[src/tswsl_dummy_never.sv]
`timescale 1ns/1ps
`default_nettype none
`default_nettype wire

[src/tswsl_pkg.sv]
`default_nettype none
package tswsl_pkg;
  localparam logic [3:0] ADDR_FIXED_HI  = 4'h9;
  localparam logic [7:0] SOFT_POR_CMD   = 8'h54;
  localparam logic [1:0] PTR_TEMP       = 2'h0;
  localparam logic [1:0] PTR_CONFIG     = 2'h1;
  localparam logic [1:0] PTR_HYST       = 2'h2;
  localparam logic [1:0] PTR_OVER_TEMP  = 2'h3;
  localparam logic [1:0] PTR_RESET      = PTR_TEMP;
  localparam int         PTR_SEL_BITS   = 2;
  localparam logic [2:0] BIT_LAST       = 3'h7;
  // strap level codes as delivered by the pad sensing logic
  localparam logic [1:0] STRAP_LOW      = 2'h0;
  localparam logic [1:0] STRAP_HIGH     = 2'h1;
  localparam logic [1:0] STRAP_FLOAT    = 2'h2;

  typedef enum logic [3:0] {
    ST_IDLE, ST_ADDR, ST_ADDR_ACK, ST_PTR, ST_PTR_ACK,
    ST_WDATA, ST_WDATA_ACK, ST_RDATA, ST_RACK, ST_IGNORE
  } tswsl_state_t;

  function automatic logic is_float(input logic [1:0] s);
    return s[1];
  endfunction : is_float

  // 7-bit slave address from the three tri-state straps
  function automatic logic [6:0] strap_addr(input logic [1:0] s2,
                                            input logic [1:0] s1,
                                            input logic [1:0] s0);
    logic [5:0] k;
    // code 11 folds onto float so a stray pad code still decodes
    k = {s2[1], s2[0] & ~s2[1], s1[1], s1[0] & ~s1[1], s0[1], s0[0] & ~s0[1]};
    if (!is_float(s2) && !is_float(s1) && !is_float(s0))
      return {ADDR_FIXED_HI, s2[0], s1[0], s0[0]};
    unique case (k)
      6'h02:   return 7'h2C;
      6'h08:   return 7'h28;
      6'h06:   return 7'h2D;
      6'h09:   return 7'h29;
      6'h0A:   return 7'h35;
      6'h12:   return 7'h2E;
      6'h18:   return 7'h2A;
      6'h16:   return 7'h2F;
      6'h19:   return 7'h2B;
      6'h1A:   return 7'h36;
      6'h20:   return 7'h70;
      6'h21:   return 7'h72;
      6'h24:   return 7'h73;
      6'h25:   return 7'h75;
      6'h22:   return 7'h71;
      6'h28:   return 7'h76;
      6'h26:   return 7'h74;
      6'h29:   return 7'h77;
      6'h2A:   return 7'h37;
      default: return 7'h37;
    endcase
  endfunction : strap_addr
endpackage : tswsl_pkg
`default_nettype wire

[src/tswsl_slave.sv]
`timescale 1ns/1ps
`default_nettype none
// Contract
// bytes shift most significant bit first, both directions
// one data bit moves per SCL period
// idle bus: both lines high, SDA released
// master opens with START and closes with STOP
// SDA changes only with SCL low; edges while SCL high are START/STOP
// receiver answers each byte with ACK/NACK in a ninth clock
// slave address decoded from three tri-state straps per table
// write address byte with R/W 0 is acknowledged on match
// pointer byte after write address is acknowledged, data follows
// master sends one config byte or two limit bytes
// each write data byte acknowledged; master ends with STOP
// 0x54 after write address: no ACK, full power-on reset
// read address acknowledged, data driven from the very next clock
// configuration read returns one byte, master NACKs then STOP
// two-byte reads: master ACKs first, NACKs second
// NACK after first byte ends transmission after the high byte
// master writes pointer first to read another register
// repeated START after pointer byte starts a normal read
// pointer low two bits select temp, config, hysteresis, over-temp
// pointer kept across reads until a new pointer byte
// master sends a fresh pointer with every write
// pointer selects temperature after power-up and soft reset
// address mismatch: SDA stays released for rest of transaction
// STOP or START mid-transaction aborts and awaits an address
module tswsl_slave (
  // clock and reset
  input  wire logic        i_sys_clk,
  input  wire logic        i_reset_n,
  // two-wire bus pins
  input  wire logic        i_scl,
  input  wire logic        i_sda,
  output logic             o_sda_out,
  output logic             o_sda_oe,
  // address straps, level codes from pad sensing
  input  wire logic [1:0]  i_addr_strap_0,
  input  wire logic [1:0]  i_addr_strap_1,
  input  wire logic [1:0]  i_addr_strap_2,
  // register file side
  output logic [1:0]       o_reg_ptr,
  input  wire logic [15:0] i_rd_data,
  output logic             o_wr_stb,
  output logic             o_wr_byte_idx,
  output logic [7:0]       o_wr_data,
  output logic             o_soft_reset
);
  import tswsl_pkg::*;

  logic               scl_m, scl_s, scl_q, sda_m, sda_s, sda_q;
  logic [5:0]         strap_m, strap_s;
  tswsl_state_t       state_r;
  logic [2:0]         cnt_r;
  logic               done_r, rw_r, mack_r, second_r, idx_r;
  logic [7:0]         rx_r, tx_r;
  logic [1:0]         ptr_r;
  logic               oe_r, wr_stb_r, wr_idx_r, por_r;
  logic [7:0]         wr_data_r;

  always_ff @(posedge i_sys_clk)
  begin
    if (!i_reset_n)
    begin
      {scl_m, scl_s, scl_q, sda_m, sda_s, sda_q} <= 6'h3F;
      strap_m <= 6'h00;
      strap_s <= 6'h00;
    end
    else
    begin
      {scl_m, scl_s, scl_q} <= {i_scl, scl_m, scl_s};
      {sda_m, sda_s, sda_q} <= {i_sda, sda_m, sda_s};
      strap_m <= {i_addr_strap_2, i_addr_strap_1, i_addr_strap_0};
      strap_s <= strap_m;
    end
  end

  wire       scl_rise  = scl_s & ~scl_q;
  wire       scl_fall  = ~scl_s & scl_q;
  wire       start_det = scl_s & scl_q & sda_q & ~sda_s;
  wire       stop_det  = scl_s & scl_q & ~sda_q & sda_s;
  wire [6:0] my_addr   = strap_addr(strap_s[5:4], strap_s[3:2], strap_s[1:0]);
  wire       addr_hit  = (rx_r[7:1] == my_addr);
  wire       rx_state  = (state_r == ST_ADDR) || (state_r == ST_PTR) || (state_r == ST_WDATA);
  wire       byte_end  = scl_fall & done_r;
  wire       two_byte  = (ptr_r != PTR_CONFIG);
  wire       por_cmd   = (rx_r == SOFT_POR_CMD);
  wire [7:0] rd_hi     = i_rd_data[15:8];
  wire [7:0] rd_lo     = i_rd_data[7:0];

  always_ff @(posedge i_sys_clk)
  begin
    wr_stb_r <= 1'b0;
    por_r    <= 1'b0;
    if (!i_reset_n || por_r)
    begin
      state_r   <= ST_IDLE;
      cnt_r     <= 3'h0;
      done_r    <= 1'b0;
      rw_r      <= 1'b0;
      mack_r    <= 1'b0;
      second_r  <= 1'b0;
      idx_r     <= 1'b0;
      rx_r      <= 8'h00;
      tx_r      <= 8'h00;
      ptr_r     <= PTR_RESET;
      oe_r      <= 1'b0;
      wr_idx_r  <= 1'b0;
      wr_data_r <= 8'h00;
    end
    else if (start_det)
    begin
      state_r <= ST_ADDR;
      cnt_r   <= 3'h0;
      done_r  <= 1'b0;
      oe_r    <= 1'b0;
    end
    else if (stop_det)
    begin
      state_r <= ST_IDLE;
      oe_r    <= 1'b0;
    end
    else if (scl_rise)
    begin
      if (rx_state)
      begin
        rx_r   <= {rx_r[6:0], sda_s};
        cnt_r  <= cnt_r + 3'h1;
        done_r <= (cnt_r == BIT_LAST);
      end
      if (state_r == ST_RACK)
        mack_r <= ~sda_s;
    end
    else if (scl_fall)
    begin
      done_r <= 1'b0;
      unique case (state_r)
        ST_ADDR:
          if (done_r)
          begin
            rw_r    <= rx_r[0];
            oe_r    <= addr_hit;
            state_r <= addr_hit ? ST_ADDR_ACK : ST_IGNORE;
          end
        ST_ADDR_ACK:
          if (rw_r)
          begin
            tx_r     <= rd_hi;
            oe_r     <= ~rd_hi[7];
            cnt_r    <= 3'h0;
            second_r <= 1'b0;
            state_r  <= ST_RDATA;
          end
          else
          begin
            oe_r    <= 1'b0;
            state_r <= ST_PTR;
          end
        ST_PTR:
          if (done_r && por_cmd)
          begin
            por_r   <= 1'b1;
            state_r <= ST_IGNORE;
          end
          else if (done_r)
          begin
            ptr_r   <= rx_r[PTR_SEL_BITS-1:0];
            oe_r    <= 1'b1;
            state_r <= ST_PTR_ACK;
          end
        ST_PTR_ACK:
        begin
          oe_r    <= 1'b0;
          idx_r   <= 1'b0;
          state_r <= ST_WDATA;
        end
        ST_WDATA:
          if (done_r)
          begin
            oe_r      <= 1'b1;
            wr_stb_r  <= 1'b1;
            wr_idx_r  <= idx_r;
            wr_data_r <= rx_r;
            state_r   <= ST_WDATA_ACK;
          end
        ST_WDATA_ACK:
        begin
          oe_r    <= 1'b0;
          idx_r   <= 1'b1;
          state_r <= ST_WDATA;
        end
        ST_RDATA:
          if (cnt_r == BIT_LAST)
          begin
            oe_r    <= 1'b0;
            state_r <= ST_RACK;
          end
          else
          begin
            oe_r  <= ~tx_r[6];
            tx_r  <= {tx_r[6:0], 1'b0};
            cnt_r <= cnt_r + 3'h1;
          end
        ST_RACK:
          if (mack_r && !second_r && two_byte)
          begin
            tx_r     <= rd_lo;
            oe_r     <= ~rd_lo[7];
            cnt_r    <= 3'h0;
            second_r <= 1'b1;
            state_r  <= ST_RDATA;
          end
          else
            state_r <= ST_IGNORE;
        ST_IDLE, ST_IGNORE:
          oe_r <= 1'b0;
      endcase
    end
  end

  assign o_sda_out     = 1'b0;
  assign o_sda_oe      = oe_r;
  assign o_reg_ptr     = ptr_r;
  assign o_wr_stb      = wr_stb_r;
  assign o_wr_byte_idx = wr_idx_r;
  assign o_wr_data     = wr_data_r;
  assign o_soft_reset  = por_r;
endmodule : tswsl_slave
`default_nettype wire

[config.mk]
export PLATFORM = sky130hd
export DESIGN_NAME = tswsl_slave
export DESIGN_NICKNAME = d
export VERILOG_FILES = /design/src/tswsl_dummy_never.sv /design/src/tswsl_pkg.sv /design/src/tswsl_slave.sv
export SDC_FILE = /design/constraint.sdc
export NUM_CORES = 1
export LEC_CHECK = 0
export BUFFER_PORTS_ARGS = -buffer_cell sky130_fd_sc_hd__buf_2
export CORE_ASPECT_RATIO = 0.75
export CORE_UTILIZATION = 57
export DETAILED_ROUTE_END_ITERATION = 16
export GPL_TIMING_DRIVEN = 0
export MAX_ROUTING_LAYER = met4
export PLACE_DENSITY = 0.84
export SLEW_MARGIN = 25
export SYNTH_ARGS = -nofsm -noshare
export SYNTH_HDL_FRONTEND = slang
export SYNTH_SLANG_ARGS = --single-unit
[constraint.sdc]
create_clock -name i_sys_clk -period 2.5 [get_ports i_sys_clk]
set_input_delay 0.375 -clock i_sys_clk [delete_from_list [all_inputs] [get_ports i_sys_clk]]
set_output_delay 0.375 -clock i_sys_clk [all_outputs]
set_load 0.01 [all_outputs]
==> results of run 1 <==
==> power by group through the flow <==
| stage | clock, W | combinational [W] | sequential (W) |
|---|---|---|---|
| floorplan | 0 | 0.000124 | 0.000988 |
| global route | 0.000877 | 0.000198 | 0.000973 |
| global placement | 0 | 0.000167 | 0.000990 |
| finish | 0.000813 | 0.000176 | 0.000971 |
| detailed placement | 0 | 0.000172 | 0.000992 |
| CTS | 0.000826 | 0.000173 | 0.000971 |
==> repair_timing <==
item | 4_1_cts | 5_1_grt
setup endpoints to repair | 0 | 12
gates resized for setup | 0 | 2
buffers inserted | 0 | 1
==> cells by family (layout without fill, tap and decap cells) <==
family	Yosys count	in the layout	synth area share, %
mux	26	26	8.763
xor+xnor	6	6	1.761
buf+inv	30	84	5.115
other cells	1	1	0.1257
fa+ha+maj	9	9	3.774
compound gates	59	59	14.26
flops	59	59	39.58
simple gates	143	143	26.63
==> metrics by stage <==
stage	total power [W]	utilization, %
floorplan	0.001112	-
global placement	0.001157	65.68
detailed placement	0.001164	65.68
CTS	0.001970	69.32
global route	0.002048	69.57
finish	0.001961	69.57
==> registers in the layout, summed over array words and instances, names as in the netlist <==
| name | flops |
|---|---|
| o_wr_data | 8 |
| rx_r | 8 |
| tx_r | 7 |
| strap_m | 6 |
| strap_s | 6 |
| state_r | 4 |
| cnt_r | 3 |
| o_reg_ptr | 2 |
| done_r | 1 |
| idx_r | 1 |
| mack_r | 1 |
| o_sda_oe | 1 |
| o_soft_reset | 1 |
| o_wr_byte_idx | 1 |
| o_wr_stb | 1 |
| rw_r | 1 |
| scl_m | 1 |
| scl_q | 1 |
| scl_s | 1 |
| sda_m | 1 |
| sda_q | 1 |
| sda_s | 1 |
| second_r | 1 |
==> cell usage after synthesis (all sizes together), types with 2 or more instances <==
| library cell | number |
|---|---|
| or3b | 2 |
| xnor2 | 3 |
| nand3 | 6 |
| a31oi | 2 |
| a211oi | 4 |
| nand3b | 5 |
| inv | 11 |
| nor2b | 9 |
| nand4 | 2 |
| a311oi | 6 |
| nor4 | 4 |
| ha | 9 |
| and2 | 13 |
| a221oi | 4 |
| a22oi | 8 |
| nand2 | 17 |
| mux2i | 25 |
| dfxtp | 59 |
| clkbuf | 10 |
| nor3 | 8 |
| nor2 | 49 |
| xor2 | 3 |
| buf | 9 |
| a21oi | 15 |
| or2 | 3 |
| o21ai | 11 |
| and3 | 2 |
| nand2b | 16 |
==> cell type report <==
class,instances,area (µm²)
Clock buffer,9,123.9
Clock inverter,5,56.30
Fill cell,397,1508
Timing Repair Buffer,40,202.7
Buffer,19,111.4
Sequential cell,59,1182
Tap cell,60,75.07
Inverter,11,41.29
Multi-Input combinational cell,244,1654
==> final timing paths <==
check | start | to | slack, ns | cells after the start
worst max-delay path | strap_s[3] | state_r[0] | 0.15 | 10
worst min-delay path | i_scl | scl_m | 0.22 | 2
worst max register to register | strap_s[3] | state_r[0] | 0.15 | 10
worst min register to register | scl_m | scl_s | 0.42 | 1
==> metal layers <==
metal,vias up,GRT usage (%)
li1,1263,-
met1,1217,36.49
met2,97,39.30
met3,9,7.771
met4,0,8.542
met5,-,-
==> flow_metrics.tcl, run 1 <==
set metrics [dict create \
    synth_cells 333 \
    dp_slack_ns 0.1231 \
    fmax_ghz 0.4264 \
    dieHeight_um 64.66 \
    holdBufCountCts 0 \
    portBuffers 39 \
    synthArstFlopShare_pct 0 \
    placed_cell_area_um2 3254 \
    area_growth_pct 15.51 \
    wl_met2_um 2929 \
    finalWirelength_um 6592 \
    hp-class "input pin to flip-flop" \
    synth.distinct_cells 60 \
    crit_path_start_kind "flip-flop" \
    worstPathArrival_ns 2.57 \
    syn_nets 368 \
    rsz0062_at_grt "false" \
    cts_buffer_depth 2 \
    slew_violations 0 \
    core_region_area_um2 4955 \
    yosysSeqAreaShare_pct 39.58 \
    gp_congestion 0.9514 \
    hpwlAfterDp_um 4766 \
    cpLargestDelayFamily "simple AND/OR/NAND/NOR gates" \
    antenna_found_initial 0 \
    clock_skew_ns 0.004438 \
    power.internal_w 0.001479 \
    p_switching_w 0.0004819 \
    avgRoutedWirePerCell_um 14.75 \
    synth_area_per_cell_um2 8.961 \
    synth_flop_cell "dfxtp_1" \
    io_pins 41 \
    die_x_um 85.55 \
    p_clk_share_pct 41.5 \
    worstSetupEndpointType "flip-flop" \
    synth_area_leaders "dfxtp_1 40%, mux2i_1 8.4%, nor2_1 5.8%, ha_1 3.8%, nand2b_1 3.1%" \
    finalCritPeriodShare_pct 93.80 \
    fin_nets 419 \
    grt_pass1_vias 2401 \
    track_usage_pct 27.07 \
    crit_path_top_delay_cell "or3_4" \
    cp.buffers_inverters 3 \
    layout_common_cells "58 x dfxtp_1, 46 x nor2_1, 43 x buf_2" \
    cts_buffers 9 \
    finalHoldWorstSlack_ns 0.2213 \
    cts_tree "done" \
    ys_warn_count 0 \
    drt-initial-drc-count 179 \
    grt_first_pass_wirelength_um 11260 \
    grt_start_max_net_pins 11 \
    crit_chain "buf_6 > inv_1 > ha_1 > inv_1 > a21oi_1 > mux2i_1 > nand2_1 > nand4b_1 > or3_4 > a31o_2" \
    stdcell_area_um2 3447 \
    antenna_cells 0 \
    dp.cells 432 \
    worstMarginPinSlew_ns 0.6140 \
    synth_top_area_share_pct 39.58 \
    overflow 0 \
    synth_seq_cells 59 \
    peakVddDrop_mv 0.3659 \
    vias 2586 \
    critPathMaxFanout 9 \
    slew_headroom_pct 58.94 \
    p_per_area_nw_per_um2 568.8 \
    combPwrFrac_pct 9.0 \
    drive_gt1_share_pct 22.22 \
    cpMostUsedCell "inv_1" \
    syn_area_um2 2984 \
    period_minus_slack_ns 2.345 \
    critPathRequiredTime_ns 2.73 \
    dieArea_um2 5532 \
    rows 22 \
    swShare_pct 24.58 \
    crit_type "flip-flop to flip-flop" \
    cts.reportedPaths.clkPinSlew_ns 0.06 \
    setup_ws_ns 0.1550 \
    instances_no_fill 447 \
    synth_area_leader_cell "dfxtp_1" \
    final_common_cell "dfxtp_1" \
    setup_tns_ns 0 \
    synth_edf_count 0 \
    final_antenna_net_count 0 \
    htreeDepth 3 \
    hold_viol 0 \
    setup_viol 0 \
    floorplan.initialDensity_pct 60.23 \
    wl_met3_um 436 \
    cts_root_buf "clkbuf_8" \
    cts.sinks 59 \
    p_leak_nw 1.494 \
    top_layer_used "met4" \
    seqPwrFrac_pct 49.5 \
    drc 0 \
    met1_length_um 3157 \
    dr.pass1.iters 5 \
    critPathMaxStageDelay_ns 0.43 \
    max_cap_viol_count 0 \
    outcome "finished, final reports clean" \
    viasPerCell 5.785 \
    clock_latency_ns 0.33 \
]
Note: power is estimated with default switching activity, not from simulation.
==> inputs of run 2 (changes only) <==
--- a/config.mk
+++ b/config.mk
@@ -10,7 +10,6 @@
 export CORE_UTILIZATION = 57
 export DETAILED_ROUTE_END_ITERATION = 16
 export GPL_TIMING_DRIVEN = 0
-export MAX_ROUTING_LAYER = met4
 export PLACE_DENSITY = 0.84
 export SLEW_MARGIN = 25
 export SYNTH_ARGS = -nofsm -noshare
==> run 2 against run 1 <==
Cell area increased by 0.15%. Clock skew increased by 0.00094 ns. Critical endpoint unchanged. First-iteration DRC count decreased by 7.8%. Largest power group unchanged. Power increased by 0.96%. Critical path type unchanged. Flip-flop and latch count unchanged.
==> flow_metrics.tcl, run 2 (synthesis gave the netlist of run 1 again) <==
set metrics [dict create \
    io_pins 41 \
    max_cap_viol_count 0 \
    antenna_cells 0 \
    layout_common_cells "58 x dfxtp_1, 46 x nor2_1, 43 x buf_2" \
    grt_start_max_net_pins 11 \
    gp_congestion 0.9335 \
    slew_headroom_pct 59.41 \
    vias 2643 \
    area_growth_pct 15.68 \
    hpwlAfterDp_um 4788 \
    finalHoldWorstSlack_ns 0.2174 \
    dp_slack_ns 0.09557 \
    critPathMaxFanout 9 \
    rows 22 \
    cts_buffer_depth 2 \
    viasPerCell 5.886 \
    cts_buffers 9 \
    antenna_found_initial 0 \
    hp-class "input pin to flip-flop" \
    drt-initial-drc-count 165 \
    htreeDepth 3 \
    dr.pass1.iters 5 \
    clock_skew_ns 0.005374 \
    floorplan.initialDensity_pct 60.23 \
    peakVddDrop_mv 0.4119 \
    final_common_cell "dfxtp_1" \
    dieArea_um2 5532 \
    p_per_area_nw_per_um2 573.4 \
    track_usage_pct 25.86 \
    p_leak_nw 1.500 \
    worstMarginPinSlew_ns 0.6088 \
    worstSetupEndpointType "flip-flop" \
    grt_pass1_vias 2357 \
    crit_path_start_kind "flip-flop" \
    period_minus_slack_ns 2.358 \
    setup_viol 0 \
    setup_tns_ns 0 \
    grt_first_pass_wirelength_um 10940 \
    drc 0 \
    cts_tree "done" \
    slew_violations 0 \
    portBuffers 39 \
    holdBufCountCts 0 \
    finalCritPeriodShare_pct 94.32 \
    hold_viol 0 \
    cts_root_buf "clkbuf_8" \
    cts.sinks 59 \
    fin_nets 419 \
    fmax_ghz 0.4241 \
    dieHeight_um 64.66 \
    finalWirelength_um 6609 \
    rsz0062_at_grt "false" \
    clock_latency_ns 0.33 \
    avgRoutedWirePerCell_um 14.72 \
    worstPathArrival_ns 2.59 \
    cts.reportedPaths.clkPinSlew_ns 0.06 \
    outcome "finished, final reports clean" \
    setup_ws_ns 0.1419 \
    die_x_um 85.55 \
    critPathRequiredTime_ns 2.73 \
    overflow 0 \
    crit_type "flip-flop to flip-flop" \
    final_antenna_net_count 0 \
    drive_gt1_share_pct 22.11 \
    core_region_area_um2 4955 \
]
run 2: final timing paths:
path / depth (start not counted) / end / slack (ns) / start
min: 2 / scl_m / 0.22 / i_scl
max: 10 / state_r[0] / 0.14 / strap_s[3]
max reg2reg: 10 / state_r[0] / 0.14 / strap_s[3]
min reg2reg: 1 / scl_s / 0.42 / scl_m
run 2: repair_timing:
action | 4_1_cts | 5_1_grt
setup buffers | 0 | 1
resized for setup | 0 | 2
endpoints found under the setup margin | 0 | 12
run 2: per-stage QoR:
stage          std cells  util [%]  power, W  instance area, µm²
2_1_floorplan        333         -  0.001112                2984
3_3_place_gp         432     65.68  0.001158                3254
3_5_place_dp         432     65.68  0.001164                3254
4_1_cts              448     69.42  0.001989                3440
5_1_grt              449     69.67  0.002063                3452
6_report             449     69.67  0.001979                3452
run 2: cell type report:
| type | count | area, µm² |
|---|---|---|
| multi-input cells | 244 | 1654 |
| inverters | 11 | 41.29 |
| fillers | 408 | 1503 |
| clock buffers | 11 | 131.4 |
| clock inverters | 5 | 53.80 |
| flip-flops and latches | 59 | 1182 |
| well taps | 60 | 75.07 |
| plain buffers | 19 | 111.4 |
| repair buffers | 40 | 202.7 |
run 2: critical path, stage by stage, from the launching register on:
cell and delay [ns]:
dfxtp_1 0.37, buf_6 0.14, inv_1 0.07, ha_1 0.28, inv_1 0.04, a21oi_1 0.20, mux2i_1 0.21, nand2_1 0.06
nand4b_1 0.22, or3_4 0.42, a31o_2 0.25
run 2: metal layers:
| layer | track usage, % | share of wire, % |
|---|---|---|
| met1 | 34.66 | 45 |
| met2 | 38.90 | 45 |
| met3 | 7.771 | 8.8 |
| met4 | 10.63 | 1.2 |
| met5 | 0 | 0 |
run 2: where the power goes:
group          switching [W]  total, W  leakage (nW)  internal [W]
Clock               0.000372  0.000829        0.0971      0.000457
Sequential         0.0000141  0.000971         0.480      0.000957
Combinational       0.000104  0.000179         0.923     0.0000752
